`config.mk`:
```
export PLATFORM = sky130hd
export DESIGN_NAME = bram_dma
export DESIGN_NICKNAME = d
export VERILOG_FILES = /design/src/bram_pkg.sv /design/src/bram_chan_if.sv /design/src/bram_chan.sv /design/src/bram_dma.sv
export VERILOG_INCLUDE_DIRS = /design/src
export SDC_FILE = /design/constraint.sdc
export NUM_CORES = 1
export LEC_CHECK = 0
export BUFFER_PORTS_ARGS = -buffer_cell sky130_fd_sc_hd__buf_2
export CAP_MARGIN = 25
export CORE_MARGIN = 2
export CORE_UTILIZATION = 51
export CTS_CLUSTER_DIAMETER = 100
export CTS_CLUSTER_SIZE = 30
export DETAILED_ROUTE_END_ITERATION = 10
export GPL_TIMING_DRIVEN = 0
export HOLD_SLACK_MARGIN = 0.06
export PLACE_DENSITY = 0.85
export SLEW_MARGIN = 20
export SYNTH_ARGS = -nofsm -noshare
export SYNTH_HDL_FRONTEND = slang
export SYNTH_SLANG_ARGS = --single-unit
```
`constraint.sdc`:
```
create_clock -name hclk -period 2.31 [get_ports hclk]
set_clock_uncertainty 0.2 [all_clocks]
set_input_delay 0.231 -clock hclk [delete_from_list [all_inputs] [get_ports hclk]]
set_output_delay 0.231 -clock hclk [all_outputs]
set_load 0.02 [all_outputs]
```
`src/bram_consts.svh`:
```
// Purpose: Register indices, field positions and reset values of the
//          two-channel buffer RAM controller.
// Assumes: Byte address of a register is four times its index.
// Notes:   Definitions only.
`ifndef BRAM_CONSTS_SVH
`define BRAM_CONSTS_SVH

`define BRAM_IDX_W 7
`define BRAM_IDX_C0_BASE 7'h00
`define BRAM_IDX_C1_BASE 7'h04
`define BRAM_OFS_ADDR_LO 7'h00
`define BRAM_OFS_ADDR_HI 7'h01
`define BRAM_OFS_CNT_LO 7'h02
`define BRAM_OFS_CNT_HI 7'h03
`define BRAM_IDX_C0_CTRL 7'h08
`define BRAM_IDX_C1_CTRL 7'h09
`define BRAM_IDX_STATUS 7'h00
`define BRAM_IDX_MICRO 7'h18
`define BRAM_ST_EN_LSB 2
`define BRAM_CTRL_RST 8'h00
`define BRAM_ADDR_RST 16'h0000
`define BRAM_CNT_RST 16'h0000
`define BRAM_HSIZE_WORD 3'h2

`endif

```
`src/bram_pkg.sv`:
```
// Purpose: Types shared by the buffer RAM controller modules.
// Assumes: Nothing.
// Notes:   Control byte layout, bit 7 down to bit 0.
package bram_pkg;

  typedef enum logic {
    BRAM_HS_CHAN,
    BRAM_HS_SCSI
  } bram_hs_t;

  typedef struct packed {
    bram_hs_t proto;
    logic [1:0] rsv;
    logic keep_en;
    logic irq_en;
    logic reload;
    logic dir;
    logic enable;
  } bram_ctrl_t;

endpackage

```
`src/bram_chan_if.sv`:
```
// Purpose: Link between the register front end and one channel.
// Assumes: Strobes are one-cycle pulses in the hclk domain.
// Notes:   host drives strobes, chan returns channel state.
`timescale 1ns/1ps
`default_nettype none
interface bram_chan_if;
  import bram_pkg::*;
  logic [7:0] wdata;
  logic wr_addr_lo;
  logic wr_addr_hi;
  logic wr_cnt_lo;
  logic wr_cnt_hi;
  logic wr_ctrl;
  logic step;
  bram_ctrl_t ctrl;
  logic [15:0] addr;
  logic [15:0] count;
  logic enabled;
  logic irq_evt;
  modport host(
    output wdata, wr_addr_lo, wr_addr_hi, wr_cnt_lo, wr_cnt_hi,
    output wr_ctrl, step,
    input ctrl, addr, count, enabled, irq_evt
  );
  modport chan(
    input wdata, wr_addr_lo, wr_addr_hi, wr_cnt_lo, wr_cnt_hi,
    input wr_ctrl, step,
    output ctrl, addr, count, enabled, irq_evt
  );
endinterface
`default_nettype wire

```
`src/bram_chan.sv`:
```
// Purpose: One channel: address up counter, transfer down counter,
//          control byte, enable and end-of-block event.
// Assumes: step is only raised while the channel is enabled.
// Notes:   A register write wins over a step in the same cycle.
`timescale 1ns/1ps
`default_nettype none
`include "bram_consts.svh"
module bram_chan import bram_pkg::*; (
  // Clock and reset
  input wire logic hclk,
  input wire logic hresetn,
  // Front end
  bram_chan_if.chan cif
);
  logic [15:0] saved;
  logic en_q;
  wire last = cif.count == 16'h0000;

  always_ff @(posedge hclk or negedge hresetn) begin
    if (!hresetn) begin
      cif.addr <= `BRAM_ADDR_RST;
    end else if (cif.wr_addr_lo) begin
      cif.addr[7:0] <= cif.wdata;
    end else if (cif.wr_addr_hi) begin
      cif.addr[15:8] <= cif.wdata;
    end else if (cif.step) begin
      cif.addr <= cif.addr + 16'h0001;
    end
  end

  always_ff @(posedge hclk or negedge hresetn) begin
    if (!hresetn) begin
      cif.count <= `BRAM_CNT_RST;
      saved <= `BRAM_CNT_RST;
    end else if (cif.wr_cnt_lo) begin
      cif.count[7:0] <= cif.wdata;
      saved[7:0] <= cif.wdata;
    end else if (cif.wr_cnt_hi) begin
      cif.count[15:8] <= cif.wdata;
      saved[15:8] <= cif.wdata;
    end else if (cif.step) begin
      if (last && cif.ctrl.reload) begin
        cif.count <= saved;
      end else begin
        cif.count <= cif.count - 16'h0001;
      end
    end
  end

  always_ff @(posedge hclk or negedge hresetn) begin
    if (!hresetn) begin
      cif.ctrl <= `BRAM_CTRL_RST;
      cif.enabled <= 1'b0;
    end else if (cif.wr_ctrl) begin
      cif.ctrl <= cif.wdata;
      cif.enabled <= cif.wdata[0];
    end else if (cif.step && last && !cif.ctrl.keep_en) begin
      cif.enabled <= 1'b0;
    end
  end

  always_ff @(posedge hclk or negedge hresetn) begin
    if (!hresetn) begin
      en_q <= 1'b0;
    end else begin
      en_q <= cif.enabled;
    end
  end

  // The event rides on the falling enable, so a channel kept enabled
  // never reports the end of its block.
  assign cif.irq_evt = en_q & ~cif.enabled & cif.ctrl.irq_en;

  wire quiet = !cif.wr_addr_lo && !cif.wr_addr_hi;
  wire cquiet = !cif.wr_cnt_lo && !cif.wr_cnt_hi;

  a_addr_step: assert property (
    @(posedge hclk) disable iff (!hresetn)
    cif.step && quiet |=> cif.addr == $past(cif.addr) + 16'h0001
  ) else $error("address did not step by one");

  a_addr_carry: assert property (
    @(posedge hclk) disable iff (!hresetn)
    cif.step && quiet && cif.addr[7:0] != 8'hff
    |=> cif.addr[15:8] == $past(cif.addr[15:8])
  ) else $error("high address moved without carry");

  a_count_borrow: assert property (
    @(posedge hclk) disable iff (!hresetn)
    cif.step && cquiet && cif.count[7:0] == 8'h00 && !last
    |=> cif.count[15:8] == $past(cif.count[15:8]) - 8'h01
  ) else $error("high count missed the borrow");

  a_count_reload: assert property (
    @(posedge hclk) disable iff (!hresetn)
    cif.step && cquiet && last && cif.ctrl.reload |=> cif.count == saved
  ) else $error("count not reloaded at block end");

  a_auto_disable: assert property (
    @(posedge hclk) disable iff (!hresetn)
    cif.step && !cif.wr_ctrl && last && !cif.ctrl.keep_en
    |=> !cif.enabled ##1 !cif.enabled || $past(cif.wr_ctrl)
  ) else $error("channel stayed enabled at count zero");

  a_stay_enabled: assert property (
    @(posedge hclk) disable iff (!hresetn)
    cif.step && !cif.wr_ctrl && cif.ctrl.keep_en |=> cif.enabled
  ) else $error("kept channel was disabled");
endmodule
`default_nettype wire

```
`src/bram_dma.sv`:
```
// Purpose: Two-channel buffer RAM controller with an AHB-Lite register
//          slave, a sequencer byte port and a SCSI byte port.
// Assumes: Synchronous buffer RAM with one cycle of read latency.
// Notes:   Channel 0 has priority over channel 1 for each RAM cycle.
`timescale 1ns/1ps
`default_nettype none
`include "bram_consts.svh"
module bram_dma import bram_pkg::*; (
  // Clock and reset
  input wire logic hclk,
  input wire logic hresetn,
  // AHB-Lite slave
  input wire logic hsel,
  input wire logic [31:0] haddr,
  input wire logic [1:0] htrans,
  input wire logic hwrite,
  input wire logic [2:0] hsize,
  input wire logic [31:0] hwdata,
  input wire logic hready,
  output logic hreadyout,
  output logic hresp,
  output logic [31:0] hrdata,
  // Buffer RAM
  output logic ram_en,
  output logic ram_we,
  output logic [15:0] ram_addr,
  output logic [7:0] ram_wdata,
  input wire logic [7:0] ram_rdata,
  // Data sequencer, channel 0
  input wire logic seq_req,
  input wire logic [7:0] seq_wdata,
  output logic seq_ack,
  output logic [7:0] seq_rdata,
  // SCSI interface, channel 1
  input wire logic chan1_request_in,
  input wire logic [7:0] scsi_wdata,
  output logic chan1_acknowledge_out,
  output logic [7:0] scsi_rdata,
  // Memory interrupt
  output logic int_mem
);
  bram_chan_if cif[2] ();

  logic [1:0] en;
  logic [1:0] dir;
  logic [1:0] irq_evt;
  logic [15:0] addr [2];
  logic [15:0] count [2];
  bram_hs_t proto1;

  // Bus front end.
  logic dp_valid;
  logic dp_write;
  logic [`BRAM_IDX_W-1:0] dp_idx;
  logic rd_done;
  logic micro_asked;
  logic micro_busy;
  logic [31:0] rd_mux;
  logic [1:0] cause;
  logic [1:0] next_cause;

  // Channel request and RAM pipeline.
  logic pend0;
  logic pend1;
  logic src0_micro;
  logic [7:0] wbyte0;
  logic [7:0] wbyte1;
  logic chan1_request_in_q;
  logic a_ch;
  logic a_micro;
  logic b_valid;
  logic b_ch;
  logic b_micro;
  logic b_rd;
  logic ack1p;

  wire take = hsel & htrans[1] & hready & (hsize == `BRAM_HSIZE_WORD);
  wire wr_en = dp_valid & dp_write;
  wire rd_phase = dp_valid & ~dp_write & ~rd_done;
  wire is_micro = dp_idx == `BRAM_IDX_MICRO;
  wire micro_rd_need = rd_phase & is_micro & en[0] & ~dir[0];
  wire ack_micro = b_valid & ~b_ch & b_micro;
  wire rd_finish = micro_busy ? ack_micro : ~micro_rd_need;
  wire micro_wr = wr_en & is_micro & en[0] & dir[0];
  wire micro_rd = micro_rd_need & ~micro_asked;
  wire micro_req = micro_wr | micro_rd;
  wire ch0_evt = (micro_req | seq_req) & en[0];
  wire ch1_evt = chan1_request_in & ~chan1_request_in_q & en[1];
  wire g0 = pend0 & en[0];
  wire g1 = pend1 & en[1] & ~g0;
  wire busy1 = (ram_en & a_ch) | (b_valid & b_ch);

  genvar c;
  generate
    for (c = 0; c < 2; c++) begin : g_ch
      localparam logic [`BRAM_IDX_W-1:0] BASE =
        (c == 0) ? `BRAM_IDX_C0_BASE : `BRAM_IDX_C1_BASE;
      localparam logic [`BRAM_IDX_W-1:0] CTRL =
        (c == 0) ? `BRAM_IDX_C0_CTRL : `BRAM_IDX_C1_CTRL;
      // Each channel decodes its own four bytes and control byte.
      assign cif[c].wdata = hwdata[7:0];
      assign cif[c].wr_addr_lo = wr_en & (dp_idx == BASE + `BRAM_OFS_ADDR_LO);
      assign cif[c].wr_addr_hi = wr_en & (dp_idx == BASE + `BRAM_OFS_ADDR_HI);
      assign cif[c].wr_cnt_lo = wr_en & (dp_idx == BASE + `BRAM_OFS_CNT_LO);
      assign cif[c].wr_cnt_hi = wr_en & (dp_idx == BASE + `BRAM_OFS_CNT_HI);
      assign cif[c].wr_ctrl = wr_en & (dp_idx == CTRL);
      assign cif[c].step = (c == 0) ? g0 : g1;
      assign en[c] = cif[c].enabled;
      assign dir[c] = cif[c].ctrl.dir;
      assign irq_evt[c] = cif[c].irq_evt;
      assign addr[c] = cif[c].addr;
      assign count[c] = cif[c].count;
      bram_chan u_chan (
        .hclk(hclk),
        .hresetn(hresetn),
        .cif(cif[c])
      );
    end
  endgenerate

  assign proto1 = cif[1].ctrl.proto;

  // Address phase capture; reads always take at least one wait state.
  always_ff @(posedge hclk or negedge hresetn) begin
    if (!hresetn) begin
      dp_valid <= 1'b0;
      dp_write <= 1'b0;
      dp_idx <= '0;
    end else if (hready) begin
      dp_valid <= take;
      dp_write <= hwrite;
      dp_idx <= haddr[`BRAM_IDX_W+1:2];
    end
  end

  assign hreadyout = ~dp_valid | dp_write | rd_done;
  assign hresp = 1'b0;

  always_comb begin
    rd_mux = 32'h0000_0000;
    if (dp_idx == `BRAM_IDX_STATUS) begin
      rd_mux[1:0] = cause;
      rd_mux[`BRAM_ST_EN_LSB+1:`BRAM_ST_EN_LSB] = en;
    end else if (dp_idx == `BRAM_IDX_C0_BASE + `BRAM_OFS_CNT_LO) begin
      rd_mux[7:0] = count[0][7:0];
    end else if (dp_idx == `BRAM_IDX_C0_BASE + `BRAM_OFS_CNT_HI) begin
      rd_mux[7:0] = count[0][15:8];
    end else if (dp_idx == `BRAM_IDX_C1_BASE + `BRAM_OFS_CNT_LO) begin
      rd_mux[7:0] = count[1][7:0];
    end else if (dp_idx == `BRAM_IDX_C1_BASE + `BRAM_OFS_CNT_HI) begin
      rd_mux[7:0] = count[1][15:8];
    end
  end

  always_ff @(posedge hclk or negedge hresetn) begin
    if (!hresetn) begin
      rd_done <= 1'b0;
      hrdata <= 32'h0000_0000;
    end else if (rd_done) begin
      rd_done <= 1'b0;
    end else if (rd_phase && rd_finish) begin
      rd_done <= 1'b1;
      hrdata <= micro_busy ? {24'h00_0000, ram_rdata} : rd_mux;
    end
  end

  // A processor port read waits for its RAM byte once it is granted.
  always_ff @(posedge hclk or negedge hresetn) begin
    if (!hresetn) begin
      micro_asked <= 1'b0;
      micro_busy <= 1'b0;
    end else if (rd_phase && rd_finish) begin
      micro_asked <= 1'b0;
      micro_busy <= 1'b0;
    end else begin
      if (micro_rd && en[0]) begin
        micro_asked <= 1'b1;
      end
      if (g0 && src0_micro && !dp_write && dp_valid) begin
        micro_busy <= 1'b1;
      end
    end
  end

  // Status causes: an event in the clearing read cycle is kept.
  always_comb begin
    next_cause = cause;
    if (rd_phase && rd_finish && dp_idx == `BRAM_IDX_STATUS) begin
      next_cause = 2'b00;
    end
    next_cause = next_cause | irq_evt;
  end

  always_ff @(posedge hclk or negedge hresetn) begin
    if (!hresetn) begin
      cause <= 2'b00;
      int_mem <= 1'b0;
    end else begin
      cause <= next_cause;
      int_mem <= |next_cause;
    end
  end

  // Channel 0 requests from the sequencer or the processor ports.
  always_ff @(posedge hclk or negedge hresetn) begin
    if (!hresetn) begin
      pend0 <= 1'b0;
      src0_micro <= 1'b0;
      wbyte0 <= 8'h00;
    end else if (!en[0]) begin
      pend0 <= 1'b0;
    end else if (ch0_evt) begin
      pend0 <= 1'b1;
      src0_micro <= micro_req;
      wbyte0 <= micro_req ? hwdata[7:0] : seq_wdata;
    end else if (g0) begin
      pend0 <= 1'b0;
    end
  end

  // Channel 1 requests: a rising request pin asks for one byte.
  always_ff @(posedge hclk or negedge hresetn) begin
    if (!hresetn) begin
      chan1_request_in_q <= 1'b0;
      pend1 <= 1'b0;
      wbyte1 <= 8'h00;
    end else begin
      chan1_request_in_q <= chan1_request_in;
      if (!en[1]) begin
        pend1 <= 1'b0;
      end else if (ch1_evt) begin
        pend1 <= 1'b1;
        wbyte1 <= scsi_wdata;
      end else if (g1) begin
        pend1 <= 1'b0;
      end
    end
  end

  // RAM cycle issue, one byte per cycle at most.
  always_ff @(posedge hclk or negedge hresetn) begin
    if (!hresetn) begin
      ram_en <= 1'b0;
      ram_we <= 1'b0;
      ram_addr <= `BRAM_ADDR_RST;
      ram_wdata <= 8'h00;
      a_ch <= 1'b0;
      a_micro <= 1'b0;
    end else begin
      ram_en <= g0 | g1;
      ram_we <= g0 ? dir[0] : (g1 & dir[1]);
      ram_addr <= g0 ? addr[0] : addr[1];
      ram_wdata <= g0 ? wbyte0 : wbyte1;
      a_ch <= g1;
      a_micro <= g0 & src0_micro;
    end
  end

  always_ff @(posedge hclk or negedge hresetn) begin
    if (!hresetn) begin
      b_valid <= 1'b0;
      b_ch <= 1'b0;
      b_micro <= 1'b0;
      b_rd <= 1'b0;
    end else begin
      b_valid <= ram_en;
      b_ch <= a_ch;
      b_micro <= a_micro;
      b_rd <= ~ram_we;
    end
  end

  // Byte returns and acknowledge pulses.
  always_ff @(posedge hclk or negedge hresetn) begin
    if (!hresetn) begin
      seq_ack <= 1'b0;
      seq_rdata <= 8'h00;
      ack1p <= 1'b0;
      scsi_rdata <= 8'h00;
    end else begin
      seq_ack <= b_valid & ~b_ch & ~b_micro;
      ack1p <= b_valid & b_ch;
      if (b_valid && !b_ch && !b_micro && b_rd) begin
        seq_rdata <= ram_rdata;
      end
      if (b_valid && b_ch && b_rd) begin
        scsi_rdata <= ram_rdata;
      end
    end
  end

  // In SCSI style the pin is a request, held until the host answers.
  assign chan1_acknowledge_out = (proto1 == BRAM_HS_SCSI) ?
    (en[1] & ~chan1_request_in & ~pend1 & ~busy1) : ack1p;

  a_dir0_cycle: assert property (
    @(posedge hclk) disable iff (!hresetn)
    g0 |=> ram_en && ram_we == $past(dir[0]) && ram_addr == $past(addr[0])
  ) else $error("channel 0 cycle has wrong direction or address");

  a_dir1_cycle: assert property (
    @(posedge hclk) disable iff (!hresetn)
    g1 |=> ram_en && ram_we == $past(dir[1]) && ram_addr == $past(addr[1])
  ) else $error("channel 1 cycle has wrong direction or address");

  a_irq_raise: assert property (
    @(posedge hclk) disable iff (!hresetn)
    |irq_evt |=> int_mem && (cause & $past(irq_evt)) == $past(irq_evt)
  ) else $error("block end did not raise the memory interrupt");

  a_irq_quiet: assert property (
    @(posedge hclk) disable iff (!hresetn)
    g0 && count[0] == 16'h0000 && cif[0].ctrl.keep_en && !cif[0].wr_ctrl
    |=> en[0] && !irq_evt[0]
  ) else $error("interrupt while channel stayed enabled");

  a_abort_drop: assert property (
    @(posedge hclk) disable iff (!hresetn)
    cif[0].wr_ctrl && !hwdata[0] |=> !en[0] ##1 !pend0 && !g0
  ) else $error("abort left a request pending");

  a_scsi_req: assert property (
    @(posedge hclk) disable iff (!hresetn)
    proto1 == BRAM_HS_SCSI && chan1_request_in |-> !chan1_acknowledge_out
  ) else $error("request held while host acknowledges");

  a_seq_return: assert property (
    @(posedge hclk) disable iff (!hresetn)
    g0 && !src0_micro |-> ##3 seq_ack
  ) else $error("sequencer byte not acknowledged in three cycles");
endmodule
`default_nettype wire

```
==> results.tsv, run 1 <==
stage	metric	value	unit
die	Die X	144	um
die	Die H	144	um
synth	mapped cell area	9990	sq um
final_layout	Layout Cell Area excl Fill	12700	sq um
cts	CTS tree	done	
sta	# setup viols final	29	
sta	worst setup margin	-0.227	ns
worst_hold_path	Hold Path Class	in -> async	
die	row cnt	51	
route	DRT Wirelength	32700	um
die	I/O pins	179	
sta	Max Clock Freq	394	MHz
critical_path	crit path DAT	2.70	ns
sta	Final Hold Vio Count	0	
placed_design	post-place instance area	11000	sq um
placed_design	dpl ws	-0.654	ns
synth	Synth Area in Simple Gates	0.199	
synth	Compound-Gate Fraction of Synth Area	0.118	
synth	leading area contributor after synthesis	dfrtp_1	
sta	max-slew violation count	0	
status	violated checks	setup timing	
power	Power Internal	0.00661	W
global_routing	initial antenna violation count	0	
cts	clk slew on worst S/H paths	0.11	ns
critical_path	crit end category	register	
route	DR pass1 iterations	6	
cts	CTS Sinks	202	
cts	clock buffer count from CTS	10	
sta	Fin Hold WS	0.0843	ns
sta	Tightest Pin Transition	1.05	ns
power	leakage	5.74	nW
critical_path	Most common cell on crit path	or4_4	
synth	Main synth FF type	dfrtp_1	
synth	top cells by area, synth	dfrtp_1 51%, nand2_1 6.5%, mux2_2 6.1%	
power	P per Cell Area	836	nW/um^2
final_layout	commonest non-fill, non-tap cell in the layout	dfrtp_1	
power	combinational power share	0.334	
placed_design	number of port buffers	103	
route	drt wl/cell	21.7	um
sta	crit path time final	2.54	ns
synth	EDFF count, synth	0	
critical_path	CP Cell Sequence	or4_4 -> or4_4 -> buf_12 -> nor2_4 -> a211oi_1 -> a221o_1	
power	Net Switching	0.00399	W
final_layout	area grow syn2layout	26.9	%
critical_path	CP startpoint kind	register	
sta	RSZ-0062 raised after global routing	yes	
synth	largest family of logic cells by synthesized area	simple AND/OR/NAND/NOR gates	
route	Vias per Instance	6.39	
cts	CTS root buf	clkbuf_16	
synth	XOR/XNOR Fraction of Synth Area	0.0237	
critical_path	Crit path max-delay family	simple AND/OR/NAND/NOR gates	
synth	syn_area_per_cell	9.93	sq um
final_layout	fraction of layout cells with a size suffix above 1	0.302	
critical_path	Worst EP required	2.48	ns
synth	post-synthesis sequential area ratio	0.506	
synth	Ys Warns	0	
critical_path	critical path's largest stage delay	0.59	ns
global_routing	first-pass GRT wire length	46000	um
synth	post-synth top area share	0.506	
final_layout	highest-count cells in the layout ignoring fill and taps	188 x dfrtp_1, 170 x nand2_1, 104 x buf_2	
route	post-route ant nets	0	
synth	post-synthesis mux area share	0.0990	
cts	H-tree depth	1	
route	DRC errors left	0	
synth	async set or reset register ratio after synthesis	1.00	
critical_path	critical setup path kind	reg -> reg	
global_routing	pin count of the biggest net entering global routing	80	
critical_path	Worst Path Buf+Inv	1	
final_layout	Ant. Diodes	0	
run	Max Cap Viol	0	
power	Flop pwr share	0.475	
sta	Worst slew margin	0.302	
route	initial DRC count	1586	
synth	Seq cells post-synth	202	
power	switching share of power	0.376	
power	Max VDD drop	0.000440	V
route	routed vias	9601	
global_routing	grt ovf	0	
synth	post-synthesis adder-cell area fraction	0.00501	
status	outcome	finished with violations	
cts	worst-skew pair later-pin latency	0.48	ns
global_routing	number of global-route vias before repair	8929	
sta	Final Cycle Share	1.10	
placed_design	GPL Wtd Cong	0.960	
global_routing	All-Layer GR Usage	0.281	
synth	Cells after Synth	1006	
die	core area	19300	sq um
die	die area	20700	sq um
critical_path	CP max-delay cell	or4_4	
cts	maximum clock path buffer count	3	
critical_path	Crit Path Max Fanout	5	
synth	post-synthesis cell type count	67	
power	Clock power frac	0.190	
placed_design	DP HPWL	18800	um
final_layout	Final nets	1342	
die	initial core utilization	0.517	
-- cells in the mapped netlist (12+ instances only) --
cell,number
xor2_1,16
nand3_1,27
buf_4,25
mux2_2,54
nand4_1,24
nor2b_1,12
nor3_1,29
a21oi_1,41
nor2_1,67
o31ai_1,12
mux2i_1,20
inv_1,19
nor4_1,12
o21ai_0,44
clkbuf_1,44
a22oi_1,18
dfrtp_1,202
nand2_1,173
-- layer usage --
| layer | vias up | part of all wire | global-route usage |
|---|---|---|---|
| met5 | - | 0 | 0 |
| met3 | 255 | 0.12 | 0.0540 |
| met1 | 4504 | 0.35 | 0.361 |
| met4 | 0 | 0.071 | 0.134 |
| li1 | 3986 | - | - |
| met2 | 856 | 0.46 | 0.460 |
-- sequential cells by signal, indices dropped and copies added, names as in the netlist, 2 cells and up --
signal	count
wbyte0	8
g_ch.u_chan.en_q	2
ram_addr	16
cause	2
g_ch.u_chan.cif.addr	32
g_ch.u_chan.saved	32
g_ch.u_chan.cif.count	32
dp_idx	7
g_ch.u_chan.cif.enabled	2
hrdata	8
g_ch.u_chan.cif.ctrl	9
seq_rdata	8
ram_wdata	8
wbyte1	8
scsi_rdata	8
-- logic make-up after synthesis --
kind of cell / Yosys count
XOR/XNOR: 27
flip-flops: 202
AO/OA/AOI/OAI: 179
buffers and inverters: 99
multiplexers: 82
adder cells (fa/ha/maj): 4
other: 1
AND/OR/NAND/NOR: 412
-- path summary, 6_finish.rpt --
kind	startpoint	to	slack [ns]	cells past startpoint
max in group asynchronous	hresetn	g_ch[0].u_chan.cif.count[4]$_DFFE_PN0P_	0.72	3
max	g_ch[1].u_chan.cif.count[12]$_DFFE_PN0P_	g_ch[1].u_chan.cif.count[7]$_DFFE_PN0P_	-0.23	6
min reg2reg	a_micro$_DFF_PN0_	b_micro$_DFF_PN0_	0.17	0
min in group hclk	a_micro$_DFF_PN0_	b_micro$_DFF_PN0_	0.17	0
max reg2reg	g_ch[1].u_chan.cif.count[12]$_DFFE_PN0P_	g_ch[1].u_chan.cif.count[7]$_DFFE_PN0P_	-0.23	6
min	hresetn	g_ch[0].u_chan.saved[15]$_DFFE_PN0P_	0.08	3
-- metrics by stage --
stage               instances  setup TNS, ns  power (W)   util
floorplan                1030         -0.573    0.00678      -
global placement         1398        -538.77    0.00762  0.566
detailed placement       1400         -42.08    0.00776  0.570
CTS                      1477          -1.98    0.00996  0.632
global route             1503          -5.20     0.0109  0.655
finish                   1503          -3.55     0.0106  0.655
-- power groups by stage --
stage	Combinational (W)	Sequential [W]	Clock [W]
after floorplan	0.00174	0.00504	0
after global placement	0.00269	0.00494	0
after detailed placement	0.00280	0.00496	0
after CTS	0.00310	0.00487	0.00198
after global routing	0.00375	0.00508	0.00212
final	0.00354	0.00504	0.00202
-- layout make-up --
cell class              count  area, sq um
multi-input cells         729         4960
plain buffers              69          458
clock buffers              11          275
inverters                  20         75.1
well taps                 265          332
repair buffers            206         1490
flip-flops and latches    202         5070
fillers                  1278         6660
clock inverters             1         8.76
-- timing repair --
item                                    in CTS  in global routing
hold buffers                                49                  0
resized for setup                           83                 76
hold endpoints to repair                   199                  0
cloned                                       1                  1
pin swaps                                   12                 16
endpoints found under the setup margin     150                131
buffers inserted                            21                 29
-- worst min-delay path, cell delays in order --
cell	delay, ns
dlygate4sd3_1	0.56
buf_8	0.13
buf_12	0.19
Note: power is estimated with default switching activity, not from simulation.
==> inputs of run 2 (changes only) <==
--- a/config.mk
+++ b/config.mk
@@ -6,16 +6,17 @@
 export SDC_FILE = /design/constraint.sdc
 export NUM_CORES = 1
 export LEC_CHECK = 0
-export BUFFER_PORTS_ARGS = -buffer_cell sky130_fd_sc_hd__buf_2
 export CAP_MARGIN = 25
 export CORE_MARGIN = 2
-export CORE_UTILIZATION = 51
+export CORE_UTILIZATION = 58
 export CTS_CLUSTER_DIAMETER = 100
 export CTS_CLUSTER_SIZE = 30
 export DETAILED_ROUTE_END_ITERATION = 10
+export DONT_BUFFER_PORTS = 1
 export GPL_TIMING_DRIVEN = 0
 export HOLD_SLACK_MARGIN = 0.06
-export PLACE_DENSITY = 0.85
+export PLACE_DENSITY = 0.84
+export RECOVER_POWER = 100
 export SLEW_MARGIN = 20
 export SYNTH_ARGS = -nofsm -noshare
 export SYNTH_HDL_FRONTEND = slang
==> run 2 against run 1 <==
First-iteration DRC count is 9.7% lower. Utilization is 6.3 points higher. Count of clock-buffer cells in the layout stayed put. Maximum frequency is 0.78% higher. The flow finishes with violations (hold timing, setup timing). Global-route usage is 4.1 points higher. Sequential share of layout area is 2.2 points higher. Power is 4.5% lower. Sequential power is 6.2% higher. Via count is 5.5% lower. Setup slack better by 0.020 ns. Critical path depth stayed put.
==> results.tsv, run 2 (synthesis results as in run 1) <==
stage	metric	value	unit
status	outcome	finished with violations	
status	violated checks	hold timing, setup timing	
critical_path	crit path DAT	2.67	ns
cts	clk slew on worst S/H paths	0.12	ns
run	Max Cap Viol	0	
sta	Tightest Pin Transition	1.08	ns
route	DRC errors left	0	
die	Die H	135	um
power	Max VDD drop	0.000642	V
final_layout	largest registers	g_ch.u_chan.cif.addr x32, g_ch.u_chan.cif.count x32, g_ch.u_chan.saved x32	
critical_path	CP startpoint kind	register	
worst_hold_path	Hold Path Class	in -> async	
sta	Max Clock Freq	397	MHz
power	final total power	0.0101	W
route	Vias per Instance	6.71	
route	DR pass1 iterations	9	
global_routing	number of global-route vias before repair	8427	
placed_design	number of port buffers	0	
die	core area	16700	sq um
route	post-route ant nets	0	
global_routing	All-Layer GR Usage	0.322	
sta	Setup TNS	-6.48	ns
route	DRT Wirelength	32200	um
sta	crit path time final	2.52	ns
sta	Final Cycle Share	1.09	
die	die area	18300	sq um
route	initial DRC count	1432	
route	drt wl/cell	23.8	um
final_layout	area grow syn2layout	20.0	%
cts	CTS tree	done	
sta	max-slew violation count	0	
final_layout	fraction of layout cells with a size suffix above 1	0.228	
sta	# setup viols final	75	
final_layout	Final nets	1235	
final_layout	commonest non-fill, non-tap cell in the layout	dfrtp_1	
critical_path	crit end category	register	
critical_path	Worst EP required	2.47	ns
sta	worst setup margin	-0.208	ns
cts	CTS Hold Buffers Added	53	
power	P per Cell Area	844	nW/um^2
sta	Final Hold Vio Count	202	
global_routing	pin count of the biggest net entering global routing	203	
die	row cnt	47	
final_layout	highest-count cells in the layout ignoring fill and taps	192 x dfrtp_1, 169 x nand2_1, 61 x buf_4	
power	leakage	5.28	nW
cts	CTS root buf	clkbuf_16	
die	I/O pins	179	
cts	H-tree depth	1	
sta	Worst slew margin	0.280	
sta	RSZ-0062 raised after global routing	yes	
cts	worst-skew pair later-pin latency	0.48	ns
cts	maximum clock path buffer count	3	
critical_path	Crit Path Max Fanout	5	
cts	CTS Sinks	202	
placed_design	DP HPWL	18300	um
sta	Fin Hold WS	-0.762	ns
global_routing	first-pass GRT wire length	45900	um
global_routing	initial antenna violation count	2	
critical_path	critical setup path kind	reg -> reg	
cts	clock buffer count from CTS	10	
route	routed vias	9073	
die	Die X	135	um
final_layout	Filler cells	1062	
global_routing	grt ovf	0	
placed_design	GPL Wtd Cong	0.943	
die	initial core utilization	0.598	
## run 2: changes by cell type in the layout (fill, tap and decap cells not counted), sizes merged
cell / before / now
buf: 192 / 77
dlygate4sd3: 48 / 53
clkbuf: 45 / 49
clkdlybuf4s15: 1 / 0
diode: 0 / 1
## run 2: stage by stage
stage / instances / cell area, sq um / util / hold WS [ns] / setup WS, ns
floorplan: 1030 / 10100 / - / -0.265 / -0.100
global placement: 1250 / 10400 / 0.621 / -0.255 / -0.629
detailed placement: 1250 / 10400 / 0.622 / -0.256 / -0.656
CTS: 1334 / 11600 / 0.695 / -0.756 / -0.202
global route: 1352 / 12000 / 0.718 / -0.764 / -0.255
finish: 1352 / 12000 / 0.718 / -0.762 / -0.208
## run 2: what timing repair did
action	CTS	global route
hold endpoints to repair	278	202
endpoints found under the setup margin	151	109
gates cloned	1	0
pin swaps	12	25
buffers inserted	25	21
gates resized for setup	74	91
## run 2: worst max-delay path: stages (launching register included)
cell and delay [ns]:
dfrtp_1 0.46, or4_4 0.58, or4_4 0.59, buf_6 0.17, nor2_1 0.11, a211oi_1 0.06
a221o_1 0.26
## run 2: area by class of cell
| class | count | area [sq um] | share of cell area |
|---|---|---|---|
| multi-input combinational | 729 | 4950 | 0.413 |
| tap | 220 | 275 | 0.0230 |
| sequential | 202 | 5070 | 0.423 |
| timing repair buffer | 100 | 893 | 0.0745 |
| clock buffer | 11 | 275 | 0.0230 |
| clock inverter | 1 | 8.76 | 0.000731 |
| antenna | 1 | 2.50 | 0.000209 |
| buffer | 68 | 445 | 0.0372 |
| inverter | 20 | 75.1 | 0.00626 |
## run 2: routing by layer
metal	GRT usage	part of all wire	vias up
met4	0.144	0.067	2
met3	0.0763	0.12	232
met5	0	0.00037	-
met2	0.505	0.45	719
li1	-	-	3791
met1	0.430	0.36	4329
## run 2: power by group
part	total [W]	internal, W	switching, W
Sequential	0.00535	0.00422	0.00113
Combinational	0.00276	0.00127	0.00149
Clock	0.00201	0.000870	0.00114
Total	0.0101	0.00636	0.00376
## run 2: path summary, 6_finish.rpt
check                      depth (start not counted)  slack (ns)                                startpoint                                 endpoint
max in group asynchronous                          0        2.27                                   hresetn  g_ch[1].u_chan.cif.count[2]$_DFFE_PN0P_
max reg2reg                                        6       -0.21  g_ch[1].u_chan.cif.count[12]$_DFFE_PN0P_  g_ch[1].u_chan.cif.count[0]$_DFFE_PN0P_
min in group hclk                                  2        0.05                                    hready                     dp_valid$_DFFE_PN0P_
max                                                6       -0.21  g_ch[1].u_chan.cif.count[12]$_DFFE_PN0P_  g_ch[1].u_chan.cif.count[0]$_DFFE_PN0P_
min                                                0       -0.76                                   hresetn      g_ch[0].u_chan.saved[0]$_DFFE_PN0P_
min reg2reg                                        0        0.18                         a_micro$_DFF_PN0_                        b_micro$_DFF_PN0_
